--- src/mrs_pkg.sv ---
package mrs_pkg;

  // register byte offsets on the axi4-lite bus
  localparam logic [7:0] CTRL_OFF   = 8'h00;
  localparam logic [7:0] STATUS_OFF = 8'h04;
  localparam logic [7:0] PORT_OFF   = 8'h08;
  localparam int         ADDR_W     = 8;

  // control register fields
  localparam int CTRL_SOFT_BIT = 0;  // usb_soft_reset_bit, write one to start
  localparam int CTRL_PD_BIT   = 1;  // software power-down request

  // status register fields
  localparam int ST_WDFLAG_BIT = 0;  // osc_watchdog_status
  localparam int ST_EPINIT_BIT = 1;  // endpoint_init_request, write one clears
  localparam int ST_SOFT_BIT  = 2;   // usb_soft_reset_bit mirror
  localparam int ST_HOLD_BIT  = 3;   // cpu held in reset
  localparam int ST_RC_BIT    = 4;   // chip clocked from rc clock
  localparam int ST_PD_BIT    = 5;   // power-down active

  // machine cycle: six states of two phases, one phase per clock
  localparam int          PHASES   = 12;
  localparam logic [3:0]  PH_LAST  = 4'hb;
  localparam logic [3:0]  S5P1     = 4'h8;  // state 5 phase 1
  localparam logic [3:0]  S5P2     = 4'h9;  // state 5 phase 2
  localparam logic [3:0]  S2P1     = 4'h2;  // second latch strobe rises

  // reset values
  localparam logic [31:0] PORT_RST = 32'hffff_ffff;  // all four latches ones
  localparam logic [15:0] PC_RST   = 16'h0000;       // first fetch address
  localparam int          WD_HOLD  = 768;            // rc cycles of hold

  // axi4-lite responses
  localparam logic [1:0] RESP_OK  = 2'h0;
  localparam logic [1:0] RESP_ERR = 2'h2;

  // watchdog states
  typedef enum logic [1:0] {WD_FAIL, WD_HOLDING, WD_RUN} mrs_wd_t;

  // bus master to slave
  typedef struct packed {
    logic [ADDR_W-1:0] awaddr;
    logic              awvalid;
    logic [31:0]       wdata;
    logic [3:0]        wstrb;
    logic              wvalid;
    logic              bready;
    logic [ADDR_W-1:0] araddr;
    logic              arvalid;
    logic              rready;
  } mrs_axi_req_t;

  // bus slave to master
  typedef struct packed {
    logic        awready;
    logic        wready;
    logic        bvalid;
    logic [1:0]  bresp;
    logic        arready;
    logic        rvalid;
    logic [31:0] rdata;
    logic [1:0]  rresp;
  } mrs_axi_rsp_t;

endpackage : mrs_pkg

--- src/mrs_reset_seq.sv ---
// Added by the designer: the address map and the AXI4-Lite register port.
`timescale 1ns/1ns

// How it works
// - internal reset from first high sample, repeated while high
// - strobe pins are inputs during reset
// - fetch starts at address zero
// - reset loads all port latches with ones
// - port 2 follows external program select
// - reset leaves internal ram untouched
// - hardware reset hits only usb interface
// - soft reset bit cleared by hardware
// - clearing soft bit raises endpoint init request
// - rc faster means failure, rc clocks chip
// - main clock once seen, then hold 768 rc cycles
// - no execution while reset pin high
// - watchdog flag set at power-up, external clears
// - sample reset once, at state 5 phase 2
// - reset procedure takes two machine cycles
// - address at s5p1, latch fall s5p2
module mrs_reset_seq #(
  parameter int HOLD_CYC = mrs_pkg::WD_HOLD  // rc cycles held after oscillator starts
) (
  input  wire logic                  aclk,
  input  wire logic                  aresetn,     // power-on reset of the model
  input  wire mrs_pkg::mrs_axi_req_t axi_req,
  output mrs_pkg::mrs_axi_rsp_t      axi_rsp,
  input  wire logic                  reset_in,    // external reset pin, active high
  input  wire logic                  ext_program_select,
  input  wire logic                  rc_faster,   // rc clock outruns main oscillator
  input  wire logic                  usb_core_done,  // usb soft reset finished, pulse
  input  wire logic                  ale_in,      // latch strobe pin input
  input  wire logic                  prog_fetch_strobe_in,
  output logic                       ale_out,
  output logic                       ale_oe,
  output logic                       prog_fetch_strobe_out,
  output logic                       prog_fetch_strobe_oe,
  output logic [15:0]                fetch_addr,  // program address on the bus
  output logic                       addr_valid,  // address output active
  output logic [7:0]                 port0_out,
  output logic [7:0]                 port0_oe,    // open drain: enable pulls low
  output logic [7:0]                 port1_out,
  output logic [7:0]                 port2_out,
  output logic [7:0]                 port3_out,
  output logic                       cpu_reset,   // core held in reset
  output logic                       usb_if_reset,    // usb cpu interface and mmu
  output logic                       usb_core_reset,  // usb core itself
  output logic                       clk_sel_rc,  // chip clock from rc oscillator
  output logic                       power_down
);
  import mrs_pkg::*;

  // pin synchronisers, two flops each; only stage two is read
  logic [2:0] sync_a;               // first stage
  logic [2:0] sync_b;               // second stage
  wire        rst_pin  = sync_b[0];
  wire        eps_pin  = sync_b[1];
  wire        osc_fail = sync_b[2];

  // timing state
  logic [3:0]  phase;               // 0..11 within the machine cycle
  logic [1:0]  hi_samples;          // consecutive high samples, saturating
  logic        in_reset;            // internal reset procedure active
  logic        running;             // program execution started
  logic        run_pend;            // release seen, waiting for s5p1

  // watchdog
  mrs_wd_t     wd_state;
  logic [9:0]  wd_cnt;              // hold counter
  logic        wd_flag;             // osc_watchdog_status

  // registers
  logic        soft_bit;
  logic        ep_init;             // endpoint_init_request
  logic        pd;
  logic [31:0] port_latch;          // four 8-bit latches

  // axi state
  logic              aw_have;
  logic              w_have;
  logic [ADDR_W-1:0] aw_addr;
  logic [31:0]       w_data;
  logic [3:0]        w_strb;
  logic              bvalid;
  logic [1:0]        bresp;
  logic              rvalid;
  logic [31:0]       rdata;
  logic [1:0]        rresp;

  // ------------------------------------------------------------
  // decoding
  // ------------------------------------------------------------
  wire ph_s5p2   = (phase == S5P2);
  wire ph_s5p1   = (phase == S5P1);
  wire wd_req    = (wd_state != WD_RUN);                     // watchdog reset request
  wire hold      = in_reset | wd_req;
  wire rst_start = ph_s5p2 & rst_pin;
  wire rst_rel   = ph_s5p2 & ~rst_pin;

  // hold counter limit, cut to counter width on purpose
  wire [9:0] wd_last = 10'(HOLD_CYC - 1);

  // write channel decode
  wire do_write  = aw_have & w_have & ~bvalid;
  wire wr_ctrl   = do_write & (aw_addr == CTRL_OFF);
  wire wr_status = do_write & (aw_addr == STATUS_OFF);
  wire wr_port   = do_write & (aw_addr == PORT_OFF);
  wire wr_ok     = wr_ctrl | wr_status | wr_port;

  // software requests, lane 0 only for the flag registers
  wire soft_set  = wr_ctrl & w_strb[0] & w_data[CTRL_SOFT_BIT];
  wire pd_set    = wr_ctrl & w_strb[0] & w_data[CTRL_PD_BIT];
  wire init_clr  = wr_status & w_strb[0] & w_data[ST_EPINIT_BIT];

  // usb core done only counts while a soft reset is pending
  wire soft_done = soft_bit & usb_core_done;

  // read decode
  wire do_read   = axi_req.arvalid & ~rvalid;
  wire [31:0] status_word = {26'h0, pd, clk_sel_rc, hold, soft_bit, ep_init, wd_flag};
  wire [31:0] ctrl_word   = {30'h0, pd, soft_bit};
  wire rd_ctrl   = (axi_req.araddr == CTRL_OFF);
  wire rd_status = (axi_req.araddr == STATUS_OFF);
  wire rd_port   = (axi_req.araddr == PORT_OFF);
  wire rd_ok     = rd_ctrl | rd_status | rd_port;
  wire [31:0] rd_word = rd_ctrl   ? ctrl_word :
                        rd_status ? status_word :
                        rd_port   ? port_latch : 32'h0;

  // byte lane merge for the port latches
  logic [31:0] port_wr;
  genvar g;
  generate
    for (g = 0; g < 4; g++) begin : g_lane
      assign port_wr[g*8 +: 8] = w_strb[g] ? w_data[g*8 +: 8] : port_latch[g*8 +: 8];
    end
  endgenerate

  // latch strobe shape: high one phase, after s2p1 and after s5p1, so it falls at s5p2 late
  // in the machine cycle; the first fall after release lands on s5p2
  wire ale_win   = (phase == S5P1) | (phase == S2P1);
  wire next_run  = running | (run_pend & ph_s5p1);

  // ------------------------------------------------------------
  // synchronisers
  // ------------------------------------------------------------
  always_ff @(posedge aclk) begin
    sync_a <= {rc_faster, ext_program_select, reset_in};
    sync_b <= sync_a;
  end

  // ------------------------------------------------------------
  // phase and state counter of the machine cycle
  // ------------------------------------------------------------
  always_ff @(posedge aclk) begin
    if (!aresetn) begin
      phase <= 4'h0;
    end else if (phase == PH_LAST) begin
      phase <= 4'h0;
    end else begin
      phase <= phase + 4'h1;
    end
  end

  // ------------------------------------------------------------
  // reset sampling: one look per machine cycle, the procedure
  // loads defaults from the first high sample on and repeats each cycle
  // ------------------------------------------------------------
  always_ff @(posedge aclk) begin
    if (!aresetn) begin
      hi_samples <= 2'h0;
      in_reset   <= 1'b1;
    end else if (rst_start) begin
      // a single high sample starts the procedure; it completes two
      // machine cycles later, so a one-cycle glitch still resets fully
      hi_samples <= (hi_samples == 2'h3) ? 2'h3 : hi_samples + 2'h1;
      in_reset   <= 1'b1;
    end else if (rst_rel && hi_samples != 2'h1) begin
      hi_samples <= 2'h0;
      in_reset   <= 1'b0;
    end else if (rst_rel) begin
      // released after only one sample: finish the second cycle first
      hi_samples <= 2'h2;
    end
  end

  // ------------------------------------------------------------
  // release sequencing toward the first fetch
  // ------------------------------------------------------------
  always_ff @(posedge aclk) begin
    if (!aresetn || hold) begin
      run_pend <= 1'b0;
      running  <= 1'b0;
    end else begin
      run_pend <= run_pend | ~running;
      running  <= next_run;
    end
  end

  // ------------------------------------------------------------
  // oscillator watchdog: rc clock feeds the chip until the main
  // oscillator is seen, then the core stays held for the hold time;
  // one aclk edge here stands for one rc clock period
  // ------------------------------------------------------------
  always_ff @(posedge aclk) begin
    if (!aresetn) begin
      wd_state <= WD_FAIL;
      wd_cnt   <= 10'h0;
    end else begin
      case (wd_state)
        WD_FAIL: begin
          wd_cnt <= 10'h0;
          if (!osc_fail) begin
            wd_state <= WD_HOLDING;
          end
        end
        WD_HOLDING: begin
          if (osc_fail) begin
            wd_state <= WD_FAIL;
          end else if (wd_cnt == wd_last) begin
            wd_state <= WD_RUN;
          end else begin
            wd_cnt <= wd_cnt + 10'h1;
          end
        end
        WD_RUN: begin
          if (osc_fail) begin
            wd_state <= WD_FAIL;
          end
        end
        default: begin
          wd_state <= WD_FAIL;
        end
      endcase
    end
  end

  // watchdog flag: power-up and failure set it, only the external
  // reset procedure clears it; a set in the same cycle wins
  always_ff @(posedge aclk) begin
    if (!aresetn) begin
      wd_flag <= 1'b1;
    end else if (wd_state == WD_FAIL) begin
      wd_flag <= 1'b1;
    end else if (in_reset) begin
      wd_flag <= 1'b0;
    end
  end

  // power-down: ended only by the external reset
  always_ff @(posedge aclk) begin
    if (!aresetn) begin
      pd <= 1'b0;
    end else if (in_reset) begin
      pd <= 1'b0;
    end else if (pd_set) begin
      pd <= 1'b1;
    end
  end

  // ------------------------------------------------------------
  // usb soft reset handshake; hardware reset clears only the
  // interface copy of these flags, never the usb core
  // ------------------------------------------------------------
  always_ff @(posedge aclk) begin
    if (!aresetn || hold) begin
      soft_bit <= 1'b0;
      ep_init  <= 1'b0;
    end else begin
      if (soft_done) begin
        soft_bit <= 1'b0;
      end else if (soft_set) begin
        soft_bit <= 1'b1;
      end
      if (soft_done) begin
        ep_init <= 1'b1;
      end else if (init_clr) begin
        ep_init <= 1'b0;
      end
    end
  end

  // ------------------------------------------------------------
  // port latches and program address; no ram is touched here so
  // internal memory keeps its contents across reset
  // ------------------------------------------------------------
  always_ff @(posedge aclk) begin
    if (!aresetn || hold) begin
      port_latch <= PORT_RST;
    end else if (wr_port) begin
      port_latch <= port_wr;
    end
  end

  always_ff @(posedge aclk) begin
    if (!aresetn || hold) begin
      fetch_addr <= PC_RST;
    end else if (running && ph_s5p2) begin
      fetch_addr <= fetch_addr + 16'h1;                      // next byte once per machine cycle, at s5p2
    end
  end

  // latch strobe and fetch strobe, registered
  always_ff @(posedge aclk) begin
    if (!aresetn || hold) begin
      ale_out               <= 1'b0;
      prog_fetch_strobe_out <= 1'b1;
      addr_valid            <= 1'b0;
    end else begin
      ale_out               <= next_run & ale_win;
      prog_fetch_strobe_out <= ~(running & ~eps_pin & ~ale_win);
      addr_valid            <= next_run;
    end
  end

  // strobe pins float during reset; inputs ignored, never acted on
  assign ale_oe               = ~hold;
  assign prog_fetch_strobe_oe = ~hold;

  // port pins: port 0 open drain, zero bits pull low
  assign port0_out = 8'h00;
  assign port0_oe  = ~port_latch[7:0];
  assign port1_out = port_latch[15:8];
  assign port3_out = port_latch[31:24];
  // with external program the lines carry the address high byte
  assign port2_out = eps_pin ? port_latch[23:16] : fetch_addr[15:8];

  assign cpu_reset      = hold;
  assign usb_if_reset   = hold;
  assign usb_core_reset = soft_bit;
  assign clk_sel_rc     = (wd_state == WD_FAIL);
  assign power_down     = pd;

  // ------------------------------------------------------------
  // axi4-lite slave: address and data taken in either order,
  // one write and one read at a time
  // ------------------------------------------------------------
  always_ff @(posedge aclk) begin
    if (!aresetn) begin
      aw_have <= 1'b0;
      w_have  <= 1'b0;
      aw_addr <= '0;
      w_data  <= 32'h0;
      w_strb  <= 4'h0;
    end else if (do_write) begin
      aw_have <= 1'b0;
      w_have  <= 1'b0;
    end else begin
      if (axi_req.awvalid && axi_rsp.awready) begin
        aw_have <= 1'b1;
        aw_addr <= axi_req.awaddr;
      end
      if (axi_req.wvalid && axi_rsp.wready) begin
        w_have <= 1'b1;
        w_data <= axi_req.wdata;
        w_strb <= axi_req.wstrb;
      end
    end
  end

  // write response
  always_ff @(posedge aclk) begin
    if (!aresetn) begin
      bvalid <= 1'b0;
      bresp  <= RESP_OK;
    end else if (do_write) begin
      bvalid <= 1'b1;
      bresp  <= wr_ok ? RESP_OK : RESP_ERR;                  // unmapped: slverr
    end else if (axi_req.bready) begin
      bvalid <= 1'b0;
    end
  end

  // read response, data captured in the accept cycle
  always_ff @(posedge aclk) begin
    if (!aresetn) begin
      rvalid <= 1'b0;
      rdata  <= 32'h0;
      rresp  <= RESP_OK;
    end else if (do_read) begin
      rvalid <= 1'b1;
      rdata  <= rd_word;
      rresp  <= rd_ok ? RESP_OK : RESP_ERR;
    end else if (axi_req.rready) begin
      rvalid <= 1'b0;
    end
  end

  // handshake outputs
  assign axi_rsp.awready = ~aw_have & ~bvalid;
  assign axi_rsp.wready  = ~w_have & ~bvalid;
  assign axi_rsp.bvalid  = bvalid;
  assign axi_rsp.bresp   = bresp;
  assign axi_rsp.arready = ~rvalid;
  assign axi_rsp.rvalid  = rvalid;
  assign axi_rsp.rdata   = rdata;
  assign axi_rsp.rresp   = rresp;

endmodule : mrs_reset_seq

--- config.mk ---
export PLATFORM = sky130hd
export DESIGN_NAME = mrs_reset_seq
export DESIGN_NICKNAME = d
export VERILOG_FILES = /design/src/mrs_pkg.sv /design/src/mrs_reset_seq.sv
export SDC_FILE = /design/constraint.sdc
export NUM_CORES = 1
export LEC_CHECK = 0
export ABC_AREA = 1
export BUFFER_PORTS_ARGS = -buffer_cell sky130_fd_sc_hd__buf_4
export CAP_MARGIN = 20
export CORE_UTILIZATION = 45
export CTS_CLUSTER_DIAMETER = 150
export DETAILED_ROUTE_END_ITERATION = 7
export MAX_ROUTING_LAYER = met4
export PLACE_DENSITY = 0.69
export REMOVE_ABC_BUFFERS = 1
export SETUP_SLACK_MARGIN = 0.15
export SLEW_MARGIN = 20
export SYNTH_ARGS = -nofsm -noshare
export SYNTH_HDL_FRONTEND = slang
export SYNTH_SLANG_ARGS = --single-unit
--- constraint.sdc ---
create_clock -name aclk -period 2.7 [get_ports aclk]
set_input_delay 0.135 -clock aclk [delete_from_list [all_inputs] [get_ports aclk]]
set_output_delay 0.135 -clock aclk [all_outputs]
set_load 0.05 [all_outputs]
# --- Word-level counts from Yosys, hierarchy flattened ---
# Index checks and enable logic that the tools add are counted.
classes:
  bitwise_logic: 41
  addsub: 4
  muxes: 24
  n_reduce_logical: 28
  n_eq_ne: 19
op_table:
  columns: ["cell", "count"]
  rows:
  - ["$mux W32", 3]
  - ["$and A1 B1 Y1", 20]
  - ["$mux W10", 2]
  - ["$mux W2", 10]
  - ["$pmux W10 S2", 1]
  - ["$add A16 B1 Y16 const B", 1]
  - ["$eq A8 B3 Y1 const B", 2]
  - ["$eq A8 B4 Y1 const B", 2]
  - ["$logic_not A8 Y1", 2]
  - ["$eq A4 B4 Y1 const B", 3]
  - ["$not A1 Y1", 12]
  - ["$reduce_and A2 Y1", 6]
  - ["$reduce_or A2 Y1", 6]
  - ["$add A10 B1 Y10 const B", 1]
  - ["$eq A10 B10 Y1 const B", 1]
  - ["$ne A2 B2 Y1 const B", 5]
  - ["$mux W8", 1]
  - ["$not A8 Y8", 1]
  - ["$or A1 B1 Y1", 8]
  - ["$reduce_bool A2 Y1", 4]
  - ["$mux W1", 6]
  - ["$pmux W2 S3", 1]
  - ["$reduce_and A3 Y1", 2]
  - ["$add A4 B1 Y4 const B", 1]
  - ["11 further kinds", 15]
word_totals:
  regBits: 165
  word_cells: 146
  in_bits: 65
  out_inout_bits: 107

# --- Depth between registers and ports, before layout ---
logic_depth:
  ltp_word: 7
  mapped_depth: 11
  depth_no_buf: 11

# --- Worst setup path before layout ---
# No wires, ideal clock.
synth_path:
  path_type: "flip-flop to output port"
  from: "register fetch_addr[11]"
  to: "output port port2_out[3]"
  setup_slack_ns: 0.671
  t_arrival_ns: 1.894
  required_ns: 2.565
  path_buffers: 0
  path_stages_with_launch: 3
  cell_sequence: "dfxtp_1 inv_1 o21ai_0"
synth_via:
  elab_chain_cells: 1
synth_rtl:
  columns: ["item", "line_no", "source"]
  rows:
  - ["start, declared", "mrs_reset_seq.sv:38", "output logic [15:0] fetch_addr,"]
  - ["start signal, assigned", "mrs_reset_seq.sv:299", "fetch_addr <= fetch_addr + 16'h1;"]
  - ["$mux W8", "mrs_reset_seq.sv:326", "assign port2_out = eps_pin ? port_latch[23:16] : fetch_addr[15:8];"]
  - ["end, declared", "mrs_reset_seq.sv:43", "output logic [7:0] port2_out,"]
# Every way passes these cells.

# --- Worst setup path after layout ---
layout_path:
  from: "register wd_state[1]"
  to: "register fetch_addr[2]"
layout_via:
  elab_chain_cells: 3
layout_rtl:
  columns: ["item", "line_no", "source"]
  rows:
  - ["start, declared", "mrs_reset_seq.sv:68", "mrs_wd_t wd_state;"]
  - ["start signal, assigned", "mrs_reset_seq.sv:207", "wd_state <= WD_FAIL;"]
  - ["start signal, assigned", "mrs_reset_seq.sv:214", "wd_state <= WD_HOLDING;"]
  - ["start signal, assigned", "mrs_reset_seq.sv:219", "wd_state <= WD_FAIL;"]
  - ["$ne A2 B2 Y1", "mrs_reset_seq.sv:95", "wire wd_req = (wd_state != WD_RUN);"]
  - ["$or A1 B1 Y1", "mrs_reset_seq.sv:96", "wire hold = in_reset | wd_req;"]
  - ["$logic_or A1 B1 Y1", "mrs_reset_seq.sv:296", "if (!aresetn || hold) begin"]
# Every way passes these cells.
# A chain may end at the register's enable or synchronous reset.

==> impl_metrics.csv <==
group,metric,value,unit
clock_network,clock-sinks,163,
sta,fmax,0.539,GHz
global_routing,met1_usage,0.280,
final_layout,final_cells,1315,
routing,post_drt_wl_per_cell,13.2,um
critical_path,crit_end,"fetch_addr[2]",
global_routing,gr-usage-all-layers,0.234,
synthesis,ys.warnings.count,0,
critical_path,startpoint_type,"register",
synthesis,synth.distinct_cells,33,
die,io_pins,172,
sta,fin_ws,0.846,ns
placed_design,gp_congestion,0.858,
synthesis,synth_top_area_frac,0.472,
clock_network,clock_latency,0.43,ns
critical_path,worst_r2r_endpoint,"fetch_addr[2]",
sta,finalHoldViolations,0,
die,dieArea,0.0158,sq mm
die,fp-row-count,44,
sta,post-route-period-util,0.687,
status,status,"finished, final reports clean",
final_layout,fill_cells,1348,
clock_network,tritoncts,"yes",
sta,final-setup-viol-count,0,
synthesis,synth_area_leaders,"dfxtp_1, nand2_1, nor2_1",
clock_network,post_cts_buffers,0,
final_layout,synthToLayoutAreaGrowth,30.9,%
final_layout,antenna_cells,0,
die,core_area,0.0148,sq mm
critical_path,reg2reg_depth,6,
die,fp.dieH,126,um
routing,drc,0,
critical_path,cp_max_fo,21,
critical_path,worstReg2RegStart,"wd_state[1]",
critical_path,endpoint_kind,"register",
power_and_ir_drop,p_leak,4.14,nW
placed_design,preCtsSetupSlack,0.860,ns
global_routing,busiest_layer,"met2",
routing,ant_nets,0,
routing,drtIter0Drc,346,
sta,rsz0062_at_grt,"no",
placed_design,placed_cell_area,0.00804,sq mm
placed_design,dp_hpwl,11600,um
routing,via_per_inst,4.86,
final_layout,multi_input_area,0.00298,sq mm
critical_path,critPathLaunch,"wd_state[1]",
critical_path,required,3.04,ns
global_routing,globalRouteMet3Util,0.0518,
die,start_util,0.468,
synthesis,synth-seq-cells,163,
power_and_ir_drop,peakVddDrop,0.457,mV
synthesis,synthesis.area,0.00691,sq mm
placed_design,dp.cells,1240,
clock_network,ctsHtreeMaxLevel,4,
clock_network,cts_max_path_buffers,2,
global_routing,use_met2,0.394,
sta,worst_pin_slew,1.06,ns
synthesis,synth_largest_area_cell,"dfxtp_1",
min_path,hold_class,"input pin to register",
synthesis,syn_area_per_cell,7.30,sq um
final_layout,final_layout_size_suffix_gt1_frac,0.197,
sta,fin_worst_skew,0.00705,ns
global_routing,grt_max_degree,61,
sta,period_needed,1.85,ns
final_layout,final_nets,1189,
routing,num_vias,6396,
job,maxCapViolations,0,
sta,slew_viol_final,0,
global_routing,overflow,0,
final_layout,final_cell_area,0.00904,sq mm
final_layout,mostFrequentLayoutCell,"nand2_1",
global_routing,antenna_found_initial,0,
routing,routed_wl,17400,um
power_and_ir_drop,total_power,5.41,mW
global_routing,grt_pass1_vias,6048,
power_and_ir_drop,powerDensity,598,mW/mm^2
clock_network,clk_pin_slew,0.07,ns
critical_path,rrSetupSlack,0.85,ns
sta,max_slew_margin,0.291,
final_layout,final_cell_mix,"nand2_1, buf_4, dfxtp_1",
global_routing,grt_pass1_wl,28700,um
placed_design,io_buffers,159,
synthesis,synth-seq-area-share,0.472,
final_layout,seq_area,0.00326,sq mm
die,die-width,126,um
critical_path,critPathKind,"register to register",
critical_path,arrival,2.20,ns
clock_network,clockRootBuffer,"clkbuf_16",
synthesis,synthCells,946,
routing,drtPass1Iterations,6,
clock_network,numCtsBuffers,17,
-- report_power, final --
part / switching [mW] / internal, mW / leakage [nW] / total, mW
combinational: 0.338 / 0.210 / 2.54 / 0.547
sequential: 0.0547 / 2.49 / 1.33 / 2.55
clock: 1.01 / 1.30 / 0.271 / 2.31
total: 1.40 / 4.01 / 4.14 / 5.41
-- kinds of logic after synthesis --
group | synth area share
and+or+nand+nor | 0.306
DFF | 0.472
buffers and inverters | 0.102
AOI/OAI and AO/OA | 0.107
adders and majority gates | 0.0109
xor gates and xnor gates | 0.00127
other | 0.000543
-- final cells by class --
| type | count | area share |
|---|---|---|
| Clock buffer | 18 | 0.0486 |
| Clock inverter | 14 | 0.0144 |
| Inverter | 87 | 0.0361 |
| Multi-Input combinational cell | 641 | 0.330 |
| Sequential cell | 163 | 0.361 |
| Tap cell | 184 | 0.0255 |
| Timing Repair Buffer | 208 | 0.185 |
-- state kept, by name, summed over array words and instances, names as in the netlist, 3 cells and up --
register	cells
port_latch	32
rdata	32
sync_b	3
w_data	32
wd_cnt	10
w_strb	4
aw_addr	8
sync_a	3
phase	4
fetch_addr	16
-- per-layer routing --
metal | part of all wire | vias up | routed length [um]
met3 | 0.046 | 18 | 801
met4 | 0.010 | 0 | 180
met5 | 0 | - | 0
met1 | 0.46 | 2874 | 7920
met2 | 0.49 | 165 | 8490
li1 | - | 3339 | -
-- cells in the mapped netlist, drive strengths merged --
| master | instances |
|---|---|
| xnor2 | 1 |
| nor3b | 2 |
| nand2 | 217 |
| o21ai | 71 |
| o21a | 2 |
| nor3 | 10 |
| ha | 6 |
| buf | 43 |
| nand3 | 93 |
| a31oi | 2 |
| nor2 | 149 |
| o211ai | 3 |
| clkbuf | 21 |
| inv | 86 |
| a21oi | 67 |
| conb | 1 |
| nand4 | 7 |
| clkinv | 1 |
| or2 | 1 |
| dfxtp | 163 |
-- critical path, cell delays in order, from the launching register on --
cell     delay (ns)
dfxtp_1        0.37
inv_1          0.05
nor2_1         0.11
inv_1          0.10
nor2_4         0.41
inv_1          0.43
nor3_1         0.28
-- through the flow --
| stage | hold WS (ns) | util | TNS [ns] |
|---|---|---|---|
| global placement | 0.241 | 0.545 | 0 |
| detailed placement | 0.241 | 0.545 | 0 |
| floorplan | 0.163 | - | -10.64 |
| global route | 0.0171 | 0.613 | 0 |
| CTS | 0.00268 | 0.613 | 0 |
| finish | 0.00639 | 0.613 | 0 |
-- timing repair --
action | 4_1_cts | 5_1_grt
hold buffers | 43 | 0
setup endpoints to repair | 0 | 0
endpoints found under the hold margin | 43 | 0
gates resized for setup | 0 | 0
-- worst min path at each step --
stage	start	slack, ns	depth (start not counted)	endpoint
floorplan	reset_in	0.16	0	sync_a[0]
global placement	rc_faster	0.24	1	sync_a[2]
detailed placement	rc_faster	0.24	1	sync_a[2]
CTS	axi_req[12]	0.003	3	w_strb[0]
global route	axi_req[0]	0.02	3	rvalid
finish	axi_req[19]	0.006	3	w_data[3]
(Power assumes the default switching activity.)
